[src/shared/rcfs_pkg.sv]
package rcfs_pkg;
    // Register byte addresses on the parallel host interface
    localparam logic [7:0] RCFS_RX_CTRL2_OFF = 8'h76;
    localparam logic [7:0] RCFS_TX_FREE_OFF = 8'h78;
    localparam logic [7:0] RCFS_RX_HDR_STAT_OFF = 8'h7c;

    // Field positions of receive_control_two
    localparam int RCFS_FRAG_PASS_BIT = 4;
    localparam int RCFS_ZERO_ACCEPT_BIT = 3;
    localparam int RCFS_LITE_EN_BIT = 2;
    localparam int RCFS_ICMP_EN_BIT = 1;
    localparam int RCFS_SAF_BIT = 0;
    localparam logic [4:0] RCFS_RX_CTRL2_RESET = 5'h00;

    // Field positions of rx_frame_header_status
    localparam int RCFS_VALID_BIT = 15;
    localparam int RCFS_ICMP_ERR_BIT = 13;
    localparam int RCFS_IP_ERR_BIT = 12;
    localparam int RCFS_TCP_ERR_BIT = 11;
    localparam int RCFS_UDP_ERR_BIT = 10;

    // Transmit queue accounting
    localparam int RCFS_TX_FREE_W = 13;
    localparam logic [12:0] RCFS_TX_CTRL_WORD_BYTES = 13'h0004;
    localparam logic [12:0] RCFS_TX_QUEUE_BYTES = 13'h1800;

    // Checksum and filter controls, register bits plus the receive-one check enable
    typedef struct packed {
        logic udp_fragment_checksum_pass;
        logic udp_zero_checksum_accept;
        logic udp_lite_checksum_enable;
        logic icmp_checksum_check_enable;
        logic source_address_self_filter;
        logic udp_checksum_check_enable;
    } rcfs_cfg_t;

    // Classification of one completed received frame from the parser
    typedef struct packed {
        logic is_udp;
        logic is_udp_lite;
        logic is_tcp;
        logic is_icmp;
        logic is_fragment;
        logic udp_csum_zero;
        logic udp_csum_bad;
        logic tcp_csum_bad;
        logic icmp_csum_bad;
        logic ip_csum_bad;
        logic [47:0] src_addr;
    } rcfs_frame_info_t;

    // Per-frame error flags kept in the status store
    typedef struct packed {
        logic icmp_checksum_error_flag;
        logic ip_header_checksum_error_flag;
        logic tcp_checksum_error_flag;
        logic udp_checksum_error_flag;
    } rcfs_status_t;
endpackage : rcfs_pkg

[src/verilog/rcfs_rx_checksum_filter_status.sv]
`timescale 1ns/1ps
module rcfs_rx_checksum_filter_status
    import rcfs_pkg::*;
#(
    parameter int RX_STATUS_DEPTH = 16,
    parameter logic [12:0] TX_QUEUE_BYTES = RCFS_TX_QUEUE_BYTES
)
(
    input wire logic core_clk,
    input wire logic reset,
    input wire logic host_wr,
    input wire logic host_rd,
    input wire logic [7:0] host_addr,
    input wire logic [15:0] host_wdata,
    output logic [15:0] host_rdata,
    input wire logic udp_checksum_check_enable,
    input wire logic [47:0] station_addr,
    input wire logic rx_frame_done,
    input wire rcfs_frame_info_t rx_frame_info,
    output logic rx_frame_accept,
    output logic rx_frame_drop,
    output logic rx_status_overflow,
    input wire logic rx_status_pop,
    output logic [$clog2(RX_STATUS_DEPTH+1)-1:0] rx_frame_count,
    output logic tx_udp_lite_insert,
    input wire logic tx_alloc,
    input wire logic [12:0] tx_alloc_bytes,
    input wire logic tx_release,
    input wire logic [12:0] tx_release_bytes
);
    localparam int PW = $clog2(RX_STATUS_DEPTH);
    localparam int CW = $clog2(RX_STATUS_DEPTH+1);
    localparam logic [CW-1:0] DEPTH_C = CW'(RX_STATUS_DEPTH);
    localparam logic [CW-1:0] ONE_C = CW'(1);

    logic [4:0] ctrl_reg, ctrl_next;
    logic [12:0] free_reg, free_next;
    logic [PW-1:0] wr_ptr_reg, rd_ptr_reg;
    logic [CW-1:0] count_reg, count_next;
    logic [15:0] rdata_next;
    rcfs_status_t status_mem [RX_STATUS_DEPTH];
    rcfs_status_t head_status, head_shown;
    rcfs_cfg_t cfg;
    logic wr_ctrl, sel_ctrl, sel_free, sel_stat;
    logic v_valid, v_drop;
    rcfs_status_t v_status;
    logic push, pop, full, empty;
    logic [15:0] ctrl_word, free_word, stat_word;
    logic [13:0] free_sum;

    // Address decode; only the control register takes writes
    assign sel_ctrl = host_addr == RCFS_RX_CTRL2_OFF;
    assign sel_free = host_addr == RCFS_TX_FREE_OFF;
    assign sel_stat = host_addr == RCFS_RX_HDR_STAT_OFF;
    assign wr_ctrl = host_wr & sel_ctrl;
    assign ctrl_next = wr_ctrl ? host_wdata[4:0] : ctrl_reg;

    // Control fields steer the frame filter
    assign cfg.udp_fragment_checksum_pass = ctrl_reg[RCFS_FRAG_PASS_BIT];
    assign cfg.udp_zero_checksum_accept = ctrl_reg[RCFS_ZERO_ACCEPT_BIT];
    assign cfg.udp_lite_checksum_enable = ctrl_reg[RCFS_LITE_EN_BIT];
    assign cfg.icmp_checksum_check_enable = ctrl_reg[RCFS_ICMP_EN_BIT];
    assign cfg.source_address_self_filter = ctrl_reg[RCFS_SAF_BIT];
    assign cfg.udp_checksum_check_enable = udp_checksum_check_enable;
    assign tx_udp_lite_insert = ctrl_reg[RCFS_LITE_EN_BIT];

    rcfs_frame_filter u_filter (
        .core_clk(core_clk),
        .reset(reset),
        .cfg(cfg),
        .station_addr(station_addr),
        .frame_done(rx_frame_done),
        .info(rx_frame_info),
        .verdict_valid(v_valid),
        .verdict_drop(v_drop),
        .verdict_status(v_status)
    );

    // Status store: only kept frames enter, so the head entry is always complete
    assign full = count_reg == DEPTH_C;
    assign empty = count_reg == '0;
    assign push = v_valid & ~v_drop & ~full;
    assign pop = rx_status_pop & ~empty;
    assign count_next = count_reg + (push ? ONE_C : '0) - (pop ? ONE_C : '0);
    assign head_status = status_mem[rd_ptr_reg];
    assign rx_frame_count = count_reg;

    // Free space: allocation charges the control word too, release returns the total
    assign free_sum = {1'b0, free_reg}
                      - (tx_alloc ? {1'b0, tx_alloc_bytes + RCFS_TX_CTRL_WORD_BYTES} : 14'h0000)
                      + (tx_release ? {1'b0, tx_release_bytes} : 14'h0000);
    assign free_next = free_sum[12:0];

    // Read words; reserved positions are tied to zero
    assign ctrl_word = {11'h000, ctrl_reg};
    assign free_word = {3'h0, free_reg};
    // Entries carry no reset, so an empty store must mask its stale head slot
    assign head_shown = empty ? '0 : head_status;
    assign stat_word = {~empty, 1'b0, head_shown, 10'h000};
    assign rdata_next = !host_rd ? host_rdata
                      : sel_ctrl ? ctrl_word
                      : sel_free ? free_word
                      : sel_stat ? stat_word
                      : 16'h0000;

    // Register state; a read only loads the read-data latch
    always_ff @(posedge core_clk) begin
        if (reset) begin
            ctrl_reg <= RCFS_RX_CTRL2_RESET;
            free_reg <= TX_QUEUE_BYTES;
            host_rdata <= 16'h0000;
        end else begin
            ctrl_reg <= ctrl_next;
            free_reg <= free_next;
            host_rdata <= rdata_next;
        end
    end

    // Status store pointers and occupancy
    always_ff @(posedge core_clk) begin
        if (reset) begin
            wr_ptr_reg <= '0;
            rd_ptr_reg <= '0;
            count_reg <= '0;
        end else begin
            count_reg <= count_next;
            if (push) begin
                wr_ptr_reg <= (wr_ptr_reg == PW'(RX_STATUS_DEPTH-1)) ? '0 : wr_ptr_reg + 1'b1;
            end
            if (pop) begin
                rd_ptr_reg <= (rd_ptr_reg == PW'(RX_STATUS_DEPTH-1)) ? '0 : rd_ptr_reg + 1'b1;
            end
        end
    end

    // Entry storage has no reset; empty store hides stale contents
    always_ff @(posedge core_clk) begin
        if (push) begin
            status_mem[wr_ptr_reg] <= v_status;
        end
    end

    // Verdict pulses; a full store loses the frame and says so
    always_ff @(posedge core_clk) begin
        if (reset) begin
            rx_frame_accept <= 1'b0;
            rx_frame_drop <= 1'b0;
            rx_status_overflow <= 1'b0;
        end else begin
            rx_frame_accept <= push;
            rx_frame_drop <= v_valid & v_drop;
            rx_status_overflow <= v_valid & ~v_drop & full;
        end
    end
endmodule : rcfs_rx_checksum_filter_status

[src/verilog/rcfs_frame_filter.sv]
`timescale 1ns/1ps
module rcfs_frame_filter
    import rcfs_pkg::*;
(
    input wire logic core_clk,
    input wire logic reset,
    input wire rcfs_cfg_t cfg,
    input wire logic [47:0] station_addr,
    input wire logic frame_done,
    input wire rcfs_frame_info_t info,
    output logic verdict_valid,
    output logic verdict_drop,
    output rcfs_status_t verdict_status
);
    logic sa_match, frag_skip, zero_drop, udp_drop, lite_drop, icmp_drop, drop_any;
    rcfs_status_t status_now;

    // Fragment pass exempts fragmented UDP and UDP-Lite checksum checks; fragmented ICMP is never checked
    assign sa_match = info.src_addr == station_addr;
    assign frag_skip = cfg.udp_fragment_checksum_pass & info.is_fragment;
    assign zero_drop = info.is_udp & info.udp_csum_zero & ~cfg.udp_zero_checksum_accept;
    assign udp_drop = info.is_udp & ~info.udp_csum_zero & info.udp_csum_bad
                      & cfg.udp_checksum_check_enable & ~frag_skip;
    // UDP-Lite is only verified when enabled; disabled means it always passes
    assign lite_drop = info.is_udp_lite & info.udp_csum_bad & cfg.udp_lite_checksum_enable
                       & ~frag_skip;
    assign icmp_drop = info.is_icmp & ~info.is_fragment & info.icmp_csum_bad
                       & cfg.icmp_checksum_check_enable;
    assign drop_any = (cfg.source_address_self_filter & sa_match)
                      | zero_drop | udp_drop | lite_drop | icmp_drop;

    // Error flags are reported for kept frames even when checking is off, except UDP-Lite, flagged only when enabled
    assign status_now.icmp_checksum_error_flag = info.is_icmp & info.icmp_csum_bad;
    assign status_now.ip_header_checksum_error_flag = info.ip_csum_bad;
    assign status_now.tcp_checksum_error_flag = info.is_tcp & info.tcp_csum_bad;
    assign status_now.udp_checksum_error_flag = (info.is_udp & info.udp_csum_bad)
        | (info.is_udp_lite & info.udp_csum_bad & cfg.udp_lite_checksum_enable);

    // One-cycle registered verdict per completed frame
    always_ff @(posedge core_clk) begin
        if (reset) begin
            verdict_valid <= 1'b0;
            verdict_drop <= 1'b0;
            verdict_status <= '0;
        end else begin
            verdict_valid <= frame_done;
            verdict_drop <= frame_done & drop_any;
            if (frame_done) begin
                verdict_status <= status_now;
            end
        end
    end
endmodule : rcfs_frame_filter

[config.mk]
export PLATFORM = sky130hd
export DESIGN_NAME = rcfs_rx_checksum_filter_status
export DESIGN_NICKNAME = d
export VERILOG_FILES = /design/src/shared/rcfs_pkg.sv /design/src/verilog/rcfs_rx_checksum_filter_status.sv /design/src/verilog/rcfs_frame_filter.sv
export SDC_FILE = /design/constraint.sdc
export NUM_CORES = 1
export LEC_CHECK = 0
export BUFFER_PORTS_ARGS = -buffer_cell sky130_fd_sc_hd__buf_2
export CORE_MARGIN = 1.5
export CORE_UTILIZATION = 40
export DETAILED_ROUTE_END_ITERATION = 10
export MAX_ROUTING_LAYER = met4
export PLACE_DENSITY_LB_ADDON = 0.2
export SLEW_MARGIN = 0
export SYNTH_ARGS = -nofsm -noshare
export SYNTH_HDL_FRONTEND = slang
export SYNTH_SLANG_ARGS = --single-unit
[constraint.sdc]
create_clock -name core_clk -period 4.65 [get_ports core_clk]
set_input_delay 0.6975 -clock core_clk [delete_from_list [all_inputs] [get_ports core_clk]]
set_output_delay 0.6975 -clock core_clk [all_outputs]
set_load 0.02 [all_outputs]
-- After elaboration in Yosys (flattened, before gate mapping)
Memories as Yosys holds them, arrays and structs flattened. A register that Yosys moved wholly into a read port is not among the register bits.
Index checks and enable logic that the tools add are counted.
Widths: inputs -> output; s select.
- register bits: 56
- memory bits (writable): 64
- bits of input ports: 165
- output and inout port bits: 25
- logic and storage cells: 81
- memories: 1
- add/subtract/negate cells: 7
- equality and inequality tests: 7
- mux-type cells: 14
- bitwise gates (word level): 36
- reduce and logical (&&, ||, !) cells: 1
- memories (memory ; depth ; width ; rd ports ; clocked after Yosys merged registers in ; write ports ; line ; text):
    status_mem ; 16 ; 4 ; 1 ; 1 ; 1 ; rcfs_rx_checksum_filter_status.sv:41 ; rcfs_status_t status_mem [RX_STATUS_DEPTH];
- operators with widths (cell ; count):
    $eq 48x48->1 ; 1
    $mux 16 ; 3
    $mux 13 ; 2
    $and 1x1->1 ; 24
    $eq 8x7->1 const B ; 3
    $mux 4 ; 5
    $add 13x13->13 ; 1
    $add 13x3->13 const B ; 1
    $sub 13x13->13 ; 1
    $add 4x1->4 const B ; 2
    $eq 4x4->1 const B ; 2
    $not 1->1 ; 7
    $add 5x1->5 ; 1
    $eq 5x5->1 const B ; 1
    $logic_not 5->1 ; 1
    $or 1x1->1 ; 5
    $sub 5x1->5 ; 1
    $mux 1 ; 4

-- Logic depth before layout (Yosys ltp)
Gate-level depths: netlist of run 1.
- word-level depth: 9
- depth in mapped cells: 16
- depth with buffers taken out: 15

-- Cells and area by module
Synthesis of run 1 repeated with hierarchy kept, for this count alone.
- cells, all modules: 622
- area total of the unflattened synthesis: 6775.2 um^2
- modules (own cells, without submodules) (module ; instances ; cells each ; area an instance (um^2)):
    rcfs_rx_checksum_filter_status ; 1 ; 518 ; 5944.5
    rcfs_frame_filter ; 1 ; 104 ; 830.8

-- Worst setup path after synthesis of run 1
OpenSTA, ideal clock, no wires.
- path kind: input to register
- from: in tx_alloc_bytes[2]
- to: reg free_reg[11]
- setup time: 127 ps
- arrival: 3322 ps
- data required time: 4523 ps
- path slack: 1201 ps
- stages on the path: 12
- cell sequence: ha_1 -> nand3_1 -> xor2_1 -> nor2_1 -> fa_1 -> inv_1 -> ha_1 -> a211o_1 -> or2_0 -> a311oi_2 -> a211oi_1 -> or3_1
- cells in the longest elaborated chain, start to end: 4
- ends and longest elaborated chain (what ; line ; text):
    start, declared ; rcfs_rx_checksum_filter_status.sv:27 ; input wire logic [12:0] tx_alloc_bytes,
    $add 13x3->13 ; rcfs_rx_checksum_filter_status.sv:90 ; - (tx_alloc ? {1'b0, tx_alloc_bytes + RCFS_TX_CTRL_WORD_BYTES} : 14'h0000)
    $mux 13 ; rcfs_rx_checksum_filter_status.sv:90 ;
    $sub 13x13->13 ; rcfs_rx_checksum_filter_status.sv:90 ;
    $add 13x13->13 ; rcfs_rx_checksum_filter_status.sv:91 ; + (tx_release ? {1'b0, tx_release_bytes} : 14'h0000);
    end signal, assigned ; rcfs_rx_checksum_filter_status.sv:114 ; free_reg <= free_next;
    end, declared ; rcfs_rx_checksum_filter_status.sv:37 ; logic [12:0] free_reg, free_next;
Every way passes these cells.
A chain may end at the register's enable or synchronous reset.

-- Worst setup path in the final report of run 1
Ends and elaborated chain as after synthesis.

==> key figures, run 1 <==
Cells and area
  – Footprint of the multi-input gates: 3183 sq um
  – Sequential cell area: 3103 sq um
  – Syn-to-layout area delta: 25.08%
  – Fillers: 1,473
  – Largest register FFs: 64
  – Share of cells above drive strength 1: 29.15%
  – Net count, final: 979

Clocking
  – H-tree levels: 4
  – Clock slew at reported path FFs: 60 ps
  – Clock Sinks: 123
  – Clock buffer count from CTS: 17
  – Worst skew pair latency: 400 ps
  – CTS tree: built
  – Hold_buf cts: 0
  – Bufs on Longest Clock Path: 2
  – Post-CTS Repair Setup Buffers: 0
  – # resized after CTS: 0
  – Clock root buffer: clkbuf_16

Pwr
  – Clock power frac: 33.9%
  – Design Power: 3.746 mW
  – Reg power frac: 35.6%
  – PwrDens: 455.4 nW/um^2
  – Net Switching: 1.146 mW
  – Leakage: 3.383 nW
  – Peak VDD IR: 201.2 uV
  – Switching Share: 30.59%
  – Gate power share: 30.6%
  – Power Internal: 2.600 mW

Placed design
  – I/O Buffers: 177
  – Gpl congestion: 0.8913
  – Post-DP HPWL: 13.61 mm

Route
  – Via-to-Cell Ratio: 5.133
  – Routed vias: 5,184
  – Residual DRC: 0
  – DR pass1 iterations: 5
  – Final WL: 17.18 mm
  – DR iter-0 viols: 317
  – Antenna Nets Post-Route: 0
  – Average wire per standard cell: 17.01 um

Synthesis
  – Mapped Cells: 600
  – Syn Nets: 803
  – Yosys reg bits: 123
  – Post-synthesis sequential area ratio: 47.19%
  – Distinct cells, synth: 60
  – Top_reg_cell synth: edfxtp_1
  – Synthesized cell area: 6575 sq um
  – Post-synthesis async set-or-reset flop share: 0%
  – Warning count from the yosys run: 0
  – Syn_area_per_cell: 10.96 sq um
  – Post-synth EDFFs: 64

Timing
  – Worst slew pin tran: 1086 ps
  – Period utilization: 73.42%
  – Minimum clock period: 3414 ps
  – Final setup viols: 0
  – Final hold vios: 0
  – Rel. slew slack: 27.51%
  – Slew Viols, Final: 0
  – Max Fclk: 0.2929 GHz
  – RSZ-0062 raised after global routing: no
  – Worst Skew: 9.469 ps
  – Setup_tns: 0 ps

Die
  – Die area: 17,220 sq um
  – Core ar.: 15,940 sq um
  – Die width: 131.2 um
  – Row cnt: 46
  – Die height: 131.2 um
  – Starting Density: 41.24%
  – Top-level I/O count: 190

GRT
  – Gr ovfl total: 0
  – Largest net degree at the start of global routing: 54
  – Gr usage total: 21.00%
  – Initial antenna violation count: 6
  – Busiest grt layer: met2
  – Met1 track utilization from global routing: 23.21%
  – Met3 global-route usage: 3.935%
  – First-pass GRT wire length: 27.45 mm
  – Vias in the first global route: 5,510
  – GR Util met2: 36.83%

Worst setup path
  – Slowest stage delay, CP: 500 ps
  – R2R setup slack: 1340 ps
  – Crit Path Max Fanout: 5
  – Worst setup path startpoint: tx_alloc_bytes[2]
  – R2R Path Start: rx_frame_count[3]
  – Crit-path most repeated cell: ha_1
  – Crit path buffers/inverters: 2
  – Worst Path Arrival: 3700 ps
  – Cells along the critical path: buf_2 > ha_1 > nand3_1 > xor2_1 > nor2_1 > fa_1 > inv_1 > ha_1 > a2111oi_0 > o21ai_0 > a311oi_2 > a211oi_1 > or3_1
  – Setup CP Type: input port to flop
  – Worst path required time: 4940 ps
  – Crit path launch type: input port
  – Crit end category: flop
  – Critical path's slowest cell: fa_1
  – Delay-heaviest family, CP: adder cells

Outcome
  – Status: finished clean

Worst hold path
  – Min-Delay Path Class: flop to flop
  – Hold_sp: u_filter.verdict_drop

Run
  – Number of max-cap violations: 0
[per-layer routing]
layer | vias to the layer above | part of all wire [%]
met5 | - | 0
met4 | 0 | 2.9
met3 | 26 | 5.1
met2 | 180 | 52
met1 | 2470 | 40
li1 | 2508 | -
[layout make-up]
type                            count  share of cell area [%]
Multi-Input combinational cell    407                   38.70
Sequential cell                   123                   37.73
Timing Repair Buffer              179                   10.95
Clock buffer                       23                   5.827
Tap cell                          216                   3.286
Inverter                           48                   2.191
Clock inverter                      9                   1.156
Antenna cell                        5                  0.1521
[power groups by stage]
stage | sequential, mW | combinational, mW | clock, mW
floorplan | 1.32 | 0.867 | 0
global placement | 1.35 | 1.11 | 0
detailed placement | 1.36 | 1.14 | 0
CTS | 1.34 | 1.15 | 1.29
global route | 1.35 | 1.30 | 1.34
finish | 1.33 | 1.14 | 1.27
[cells in the mapped netlist, types with 3 or more instances]
| library cell | n | area, sq um |
|---|---|---|
| edfxtp_1 | 64 | 1922 |
| a21oi_1 | 32 | 160.2 |
| a21o_1 | 3 | 22.52 |
| nand2b_1 | 12 | 75.07 |
| mux2_2 | 3 | 33.78 |
| nand3_1 | 20 | 100.1 |
| a22oi_1 | 6 | 45.04 |
| mux4_2 | 17 | 382.9 |
| inv_1 | 47 | 176.4 |
| nor3_1 | 10 | 50.05 |
| nand4_1 | 7 | 43.79 |
| o21ai_0 | 13 | 65.06 |
| buf_1 | 3 | 11.26 |
| and3_1 | 4 | 25.02 |
| xor2_1 | 41 | 359.1 |
| a31oi_1 | 4 | 25.02 |
| o22ai_1 | 4 | 25.02 |
| nor2_1 | 48 | 180.2 |
| mux2i_1 | 9 | 90.09 |
| or3_1 | 9 | 56.30 |
| clkbuf_1 | 14 | 52.55 |
| o21a_1 | 7 | 52.55 |
| and2_1 | 6 | 37.54 |
| dfxtp_1 | 59 | 1181 |
| a211oi_1 | 9 | 67.56 |
| xnor2_1 | 21 | 183.9 |
| nand2_1 | 33 | 123.9 |
| fa_1 | 13 | 260.3 |
| nor4_1 | 10 | 62.56 |
| nor2b_1 | 9 | 56.30 |
| ha_1 | 25 | 312.8 |
[cell families (layout without fill, tap and decap cells)]
logic type      after synthesis  in the layout  share of synthesized area, %
buf+inv                      70            259                         4.396
flops                       123            123                         47.19
fa+ha+maj                    38             38                         8.716
simple gates                182            182                         14.31
xor+xnor                     62             62                         8.259
mux                          29             29                         7.707
compound gates               95             95                         9.362
other cells                   1              6                       0.05703
[cell usage in the layout, fill, tap and decap left out, types with 20 or more instances in the layout]
| cell type | instances |
|---|---|
| a21oi_1 | 32 |
| buf_2 | 177 |
| dfxtp_1 | 59 |
| edfxtp_1 | 64 |
| ha_1 | 25 |
| inv_1 | 47 |
| nand2_1 | 33 |
| nand3_1 | 20 |
| nor2_1 | 48 |
| xnor2_1 | 21 |
| xor2_1 | 41 |
[worst paths after layout]
kind / end / cells past startpoint
worst max register to register: rx_frame_count[4] / 14
worst min register to register: rx_status_overflow / 1
worst min-delay path: rx_status_overflow / 1
worst max-delay path: free_reg[11] / 13
[worst reg2reg max path: stages, from the launching register on]
cell,delay (ps)
dfxtp_1,320
inv_1,90
ha_1,170
nor4b_1,790
nor2b_1,300
ha_1,370
inv_1,40
ha_1,180
inv_1,70
fa_1,210
inv_1,50
a21oi_1,130
nor2_1,60
or3_1,330
a21oi_1,130
[through the flow]
stage | hold WS (ps) | worst slack [ps] | util (%) | cell area (sq um) | instances
floorplan | 406.0 | 1201 | - | 6575 | 600
global placement | 429.2 | 913.9 | 47.90 | 7637 | 973
detailed placement | 426.6 | 822.5 | 47.90 | 7637 | 973
CTS | 430.5 | 1230 | 51.51 | 8212 | 1005
global route | 451.8 | 1009 | 51.59 | 8224 | 1010
finish | 429.9 | 1236 | 51.59 | 8224 | 1010
Note: power is estimated with default switching activity, not from simulation.
==> run 2: changes to the inputs <==
==> constraint.sdc (replaced) <==
create_clock -name core_clk -period 3.5 [get_ports core_clk]
set_input_delay 0.525 -clock core_clk [delete_from_list [all_inputs] [get_ports core_clk]]
set_output_delay 0.525 -clock core_clk [all_outputs]
set_load 0.02 [all_outputs]
==> run 2 against run 1 <==
Effect of this change: worst hold slack lost 77 ps; final cell count grew 0.50%; via count shrank 1.1%; clock skew grew 11 ps; register-to-register slack lost 810 ps; critical path depth is the same; clock power grew 39%; setup slack lost 920 ps; combinational power grew 41%.
==> key figures, run 2 (synthesis results as in run 1) <==
Outcome
  – Status: finished clean (unchanged)

Worst setup path
  – FF-to-FF path depth: 14 (unchanged)
  – R2R setup slack: 530 ps (was 1340 ps)
  – Slowest stage delay, CP: 500 ps (about the same)
  – Crit path launch type: input port (unchanged)
  – Crit path buffers/inverters: 2 (unchanged)
  – Setup CP Type: input port to flop (unchanged)
  – Cells along the critical path: buf_2 > ha_1 > nand3_1 > xor2_1 > nor2_1 > fa_1 > inv_1 > ha_1 > a2111oi_0 > o21ai_0 > a311oi_2 > a211oi_1 > or3_1 (unchanged)
  – Delay-heaviest family, CP: compound AO/OA/AOI/OAI gates (was adder cells)
  – Crit Path Max Fanout: 4 (was 5)
  – Worst path required time: 3790 ps (was 4940 ps)
  – Critical path's slowest cell: fa_1 (unchanged)
  – Crit end category: flop (unchanged)
  – Crit-path most repeated cell: ha_1 (unchanged)
  – Worst Path Arrival: 3470 ps (was 3700 ps)
  – RR Endpoint: rx_frame_count[4] (unchanged)
  – R2R Path Start: rx_frame_count[2] (was rx_frame_count[3])

Timing
  – Period utilization: 90.86%
  – Worst slew pin tran: 735.1 ps (was 1086 ps)
  – Worst Skew: 20.93 ps (was 9.469 ps)
  – RSZ-0062 raised after global routing: no (unchanged)
  – Slew Viols, Final: 0 (unchanged)
  – Final setup viols: 0 (unchanged)
  – Minimum clock period: 3180 ps
  – Max Fclk: 0.3144 GHz
  – Post-route setup slack: 319.8 ps (was 1236 ps)
  – Final hold vios: 0 (unchanged)
  – Rel. slew slack: 50.61% (was 27.51%)
  – Min Hold Slack: 353.0 ps (was 429.9 ps)

GRT
  – Largest net degree at the start of global routing: 37 (was 54)
  – Initial antenna violation count: 3 (was 6)
  – Gr ovfl total: 0 (unchanged)
  – First-pass GRT wire length: 27.68 mm (was 27.45 mm)
  – Gr usage total: 21.14% (was 21.00%)
  – Vias in the first global route: 5,502 (was 5,510)

Pwr
  – Design Power: 5.104 mW (was 3.746 mW)
  – Leakage: 3.429 nW (was 3.383 nW)
  – Peak VDD IR: 358.6 uV (was 201.2 uV)
  – PwrDens: 614.6 nW/um^2 (was 455.4 nW/um^2)

Cells and area
  – Most common cell after layout, fill and taps aside: buf_2 (unchanged)
  – Most frequent cells in the layout: buf_2 (177), edfxtp_1 (64), dfxtp_1 (59) (unchanged)
  – Post-route core utilization: 52.10% (was 51.59%)
  – Largest register FFs: 64 (unchanged)
  – Net count, final: 986 (was 979)
  – Syn-to-layout area delta: 26.32% (was 25.08%)
  – Share of cells above drive strength 1: 30.53% (was 29.15%)

Route
  – DR iter-0 viols: 327 (was 317)
  – Final WL: 16.98 mm (was 17.18 mm)
  – Via-to-Cell Ratio: 5.053 (was 5.133)
  – Antenna Nets Post-Route: 0 (unchanged)
  – Residual DRC: 0 (unchanged)
  – Routed vias: 5,129 (was 5,184)
  – DR pass1 iterations: 4 (was 5)
  – Average wire per standard cell: 16.72 um (was 17.01 um)

Clocking
  – Hold_buf cts: 0 (unchanged)
  – Worst skew pair latency: 420 ps (was 400 ps)
  – Bufs on Longest Clock Path: 2 (unchanged)
  – Clock root buffer: clkbuf_16 (unchanged)
  – CTS tree: built (unchanged)
  – Clock buffer count from CTS: 17 (unchanged)
  – H-tree levels: 4 (unchanged)
  – Clock slew at reported path FFs: 60 ps (about the same)
  – Clock Sinks: 123 (unchanged)

Placed design
  – I/O Buffers: 177 (unchanged)
  – Pre-CTS WS: -122.8 ps (was 822.5 ps)
  – Gpl congestion: 0.8978 (was 0.8913)
  – Post-DP HPWL: 13.61 mm (about the same)

Die
  – Row cnt: 46 (unchanged)
  – Die height: 131.2 um (unchanged)
  – Starting Density: 41.24% (unchanged)
  – Top-level I/O count: 190 (unchanged)
  – Die width: 131.2 um (unchanged)
  – Die area: 17,220 sq um (unchanged)
  – Core ar.: 15,940 sq um (unchanged)

Run
  – Number of max-cap violations: 0 (unchanged)

Worst hold path
  – Hold Path Stages: 3 (was 1)
  – Hold endpoint: ctrl_reg[1] (was rx_status_overflow)
  – Hold_sp: host_wdata[1] (was u_filter.verdict_drop)
  – Min-Delay Path Class: input port to flop (was flop to flop)
[run 2: cell types whose count changed in the layout (fill, tap and decap cells not counted), moves of 2 or more]
cell,change
buf_4,+7
clkbuf_1,-3
inv_6,+2
clkinv_4,+4
clkinv_1,-2
diode_2,-2
[run 2: final cells by class]
cell class                 instances  area (sq um)
clock inverter                    14         172.7
tap                              216         270.3
fill                            1456          7637
sequential                       123          3103
inverter                          48         180.2
clock buffer                      18         429.2
timing repair buffer             186         953.4
multi-input combinational        407          3189
antenna                            3         7.507
[run 2: stage by stage]
stage,setup TNS [ps],instance area [sq um],cells
after global routing,0,8305,1015
final,0,8305,1015
after CTS,0,8292,1012
after floorplan,0,6575,600
after global placement,0,7690,980
after detailed placement,-122.8,7690,980
[run 2: worst max path at each step]
stage	from	end	slack, ps	depth (start not counted)
2_1_floorplan	tx_alloc_bytes[2]	free_reg[11]	220	12
5_1_grt	tx_alloc_bytes[2]	free_reg[11]	120	13
3_5_place_dp	tx_alloc_bytes[2]	free_reg[11]	-120	13
4_1_cts	rx_frame_count[2]	rx_frame_count[4]	40	14
6_report	tx_alloc_bytes[2]	free_reg[11]	320	13
3_3_place_gp	tx_alloc_bytes[2]	free_reg[11]	7	13
[run 2: tightest hold or removal path, cell delays in order]
cell and delay [ps]:
buf_2 100, nand3_1 60, a21oi_1 50
[run 2: repair_timing]
item	in CTS	in global routing
setup buffers	0	0
setup endpoints to repair	0	1
gates resized for setup	0	1
[run 2: report_power, final]
group	leakage, nW	internal [mW]	switching [mW]
registers	1.07	1.63	0.107
logic	2.06	0.762	0.843
clock network	0.291	1.12	0.639
total	3.43	3.51	1.59
[run 2: per-layer routing]
metal / part of all wire, % / vias to the layer above / GRT usage, %
met1: 42 / 2423 / 24.35
met3: 4.3 / 27 / 3.472
met5: 0 / - / -
li1: - / 2514 / -
met2: 52 / 165 / 35.71
met4: 2.5 / 0 / 10.67
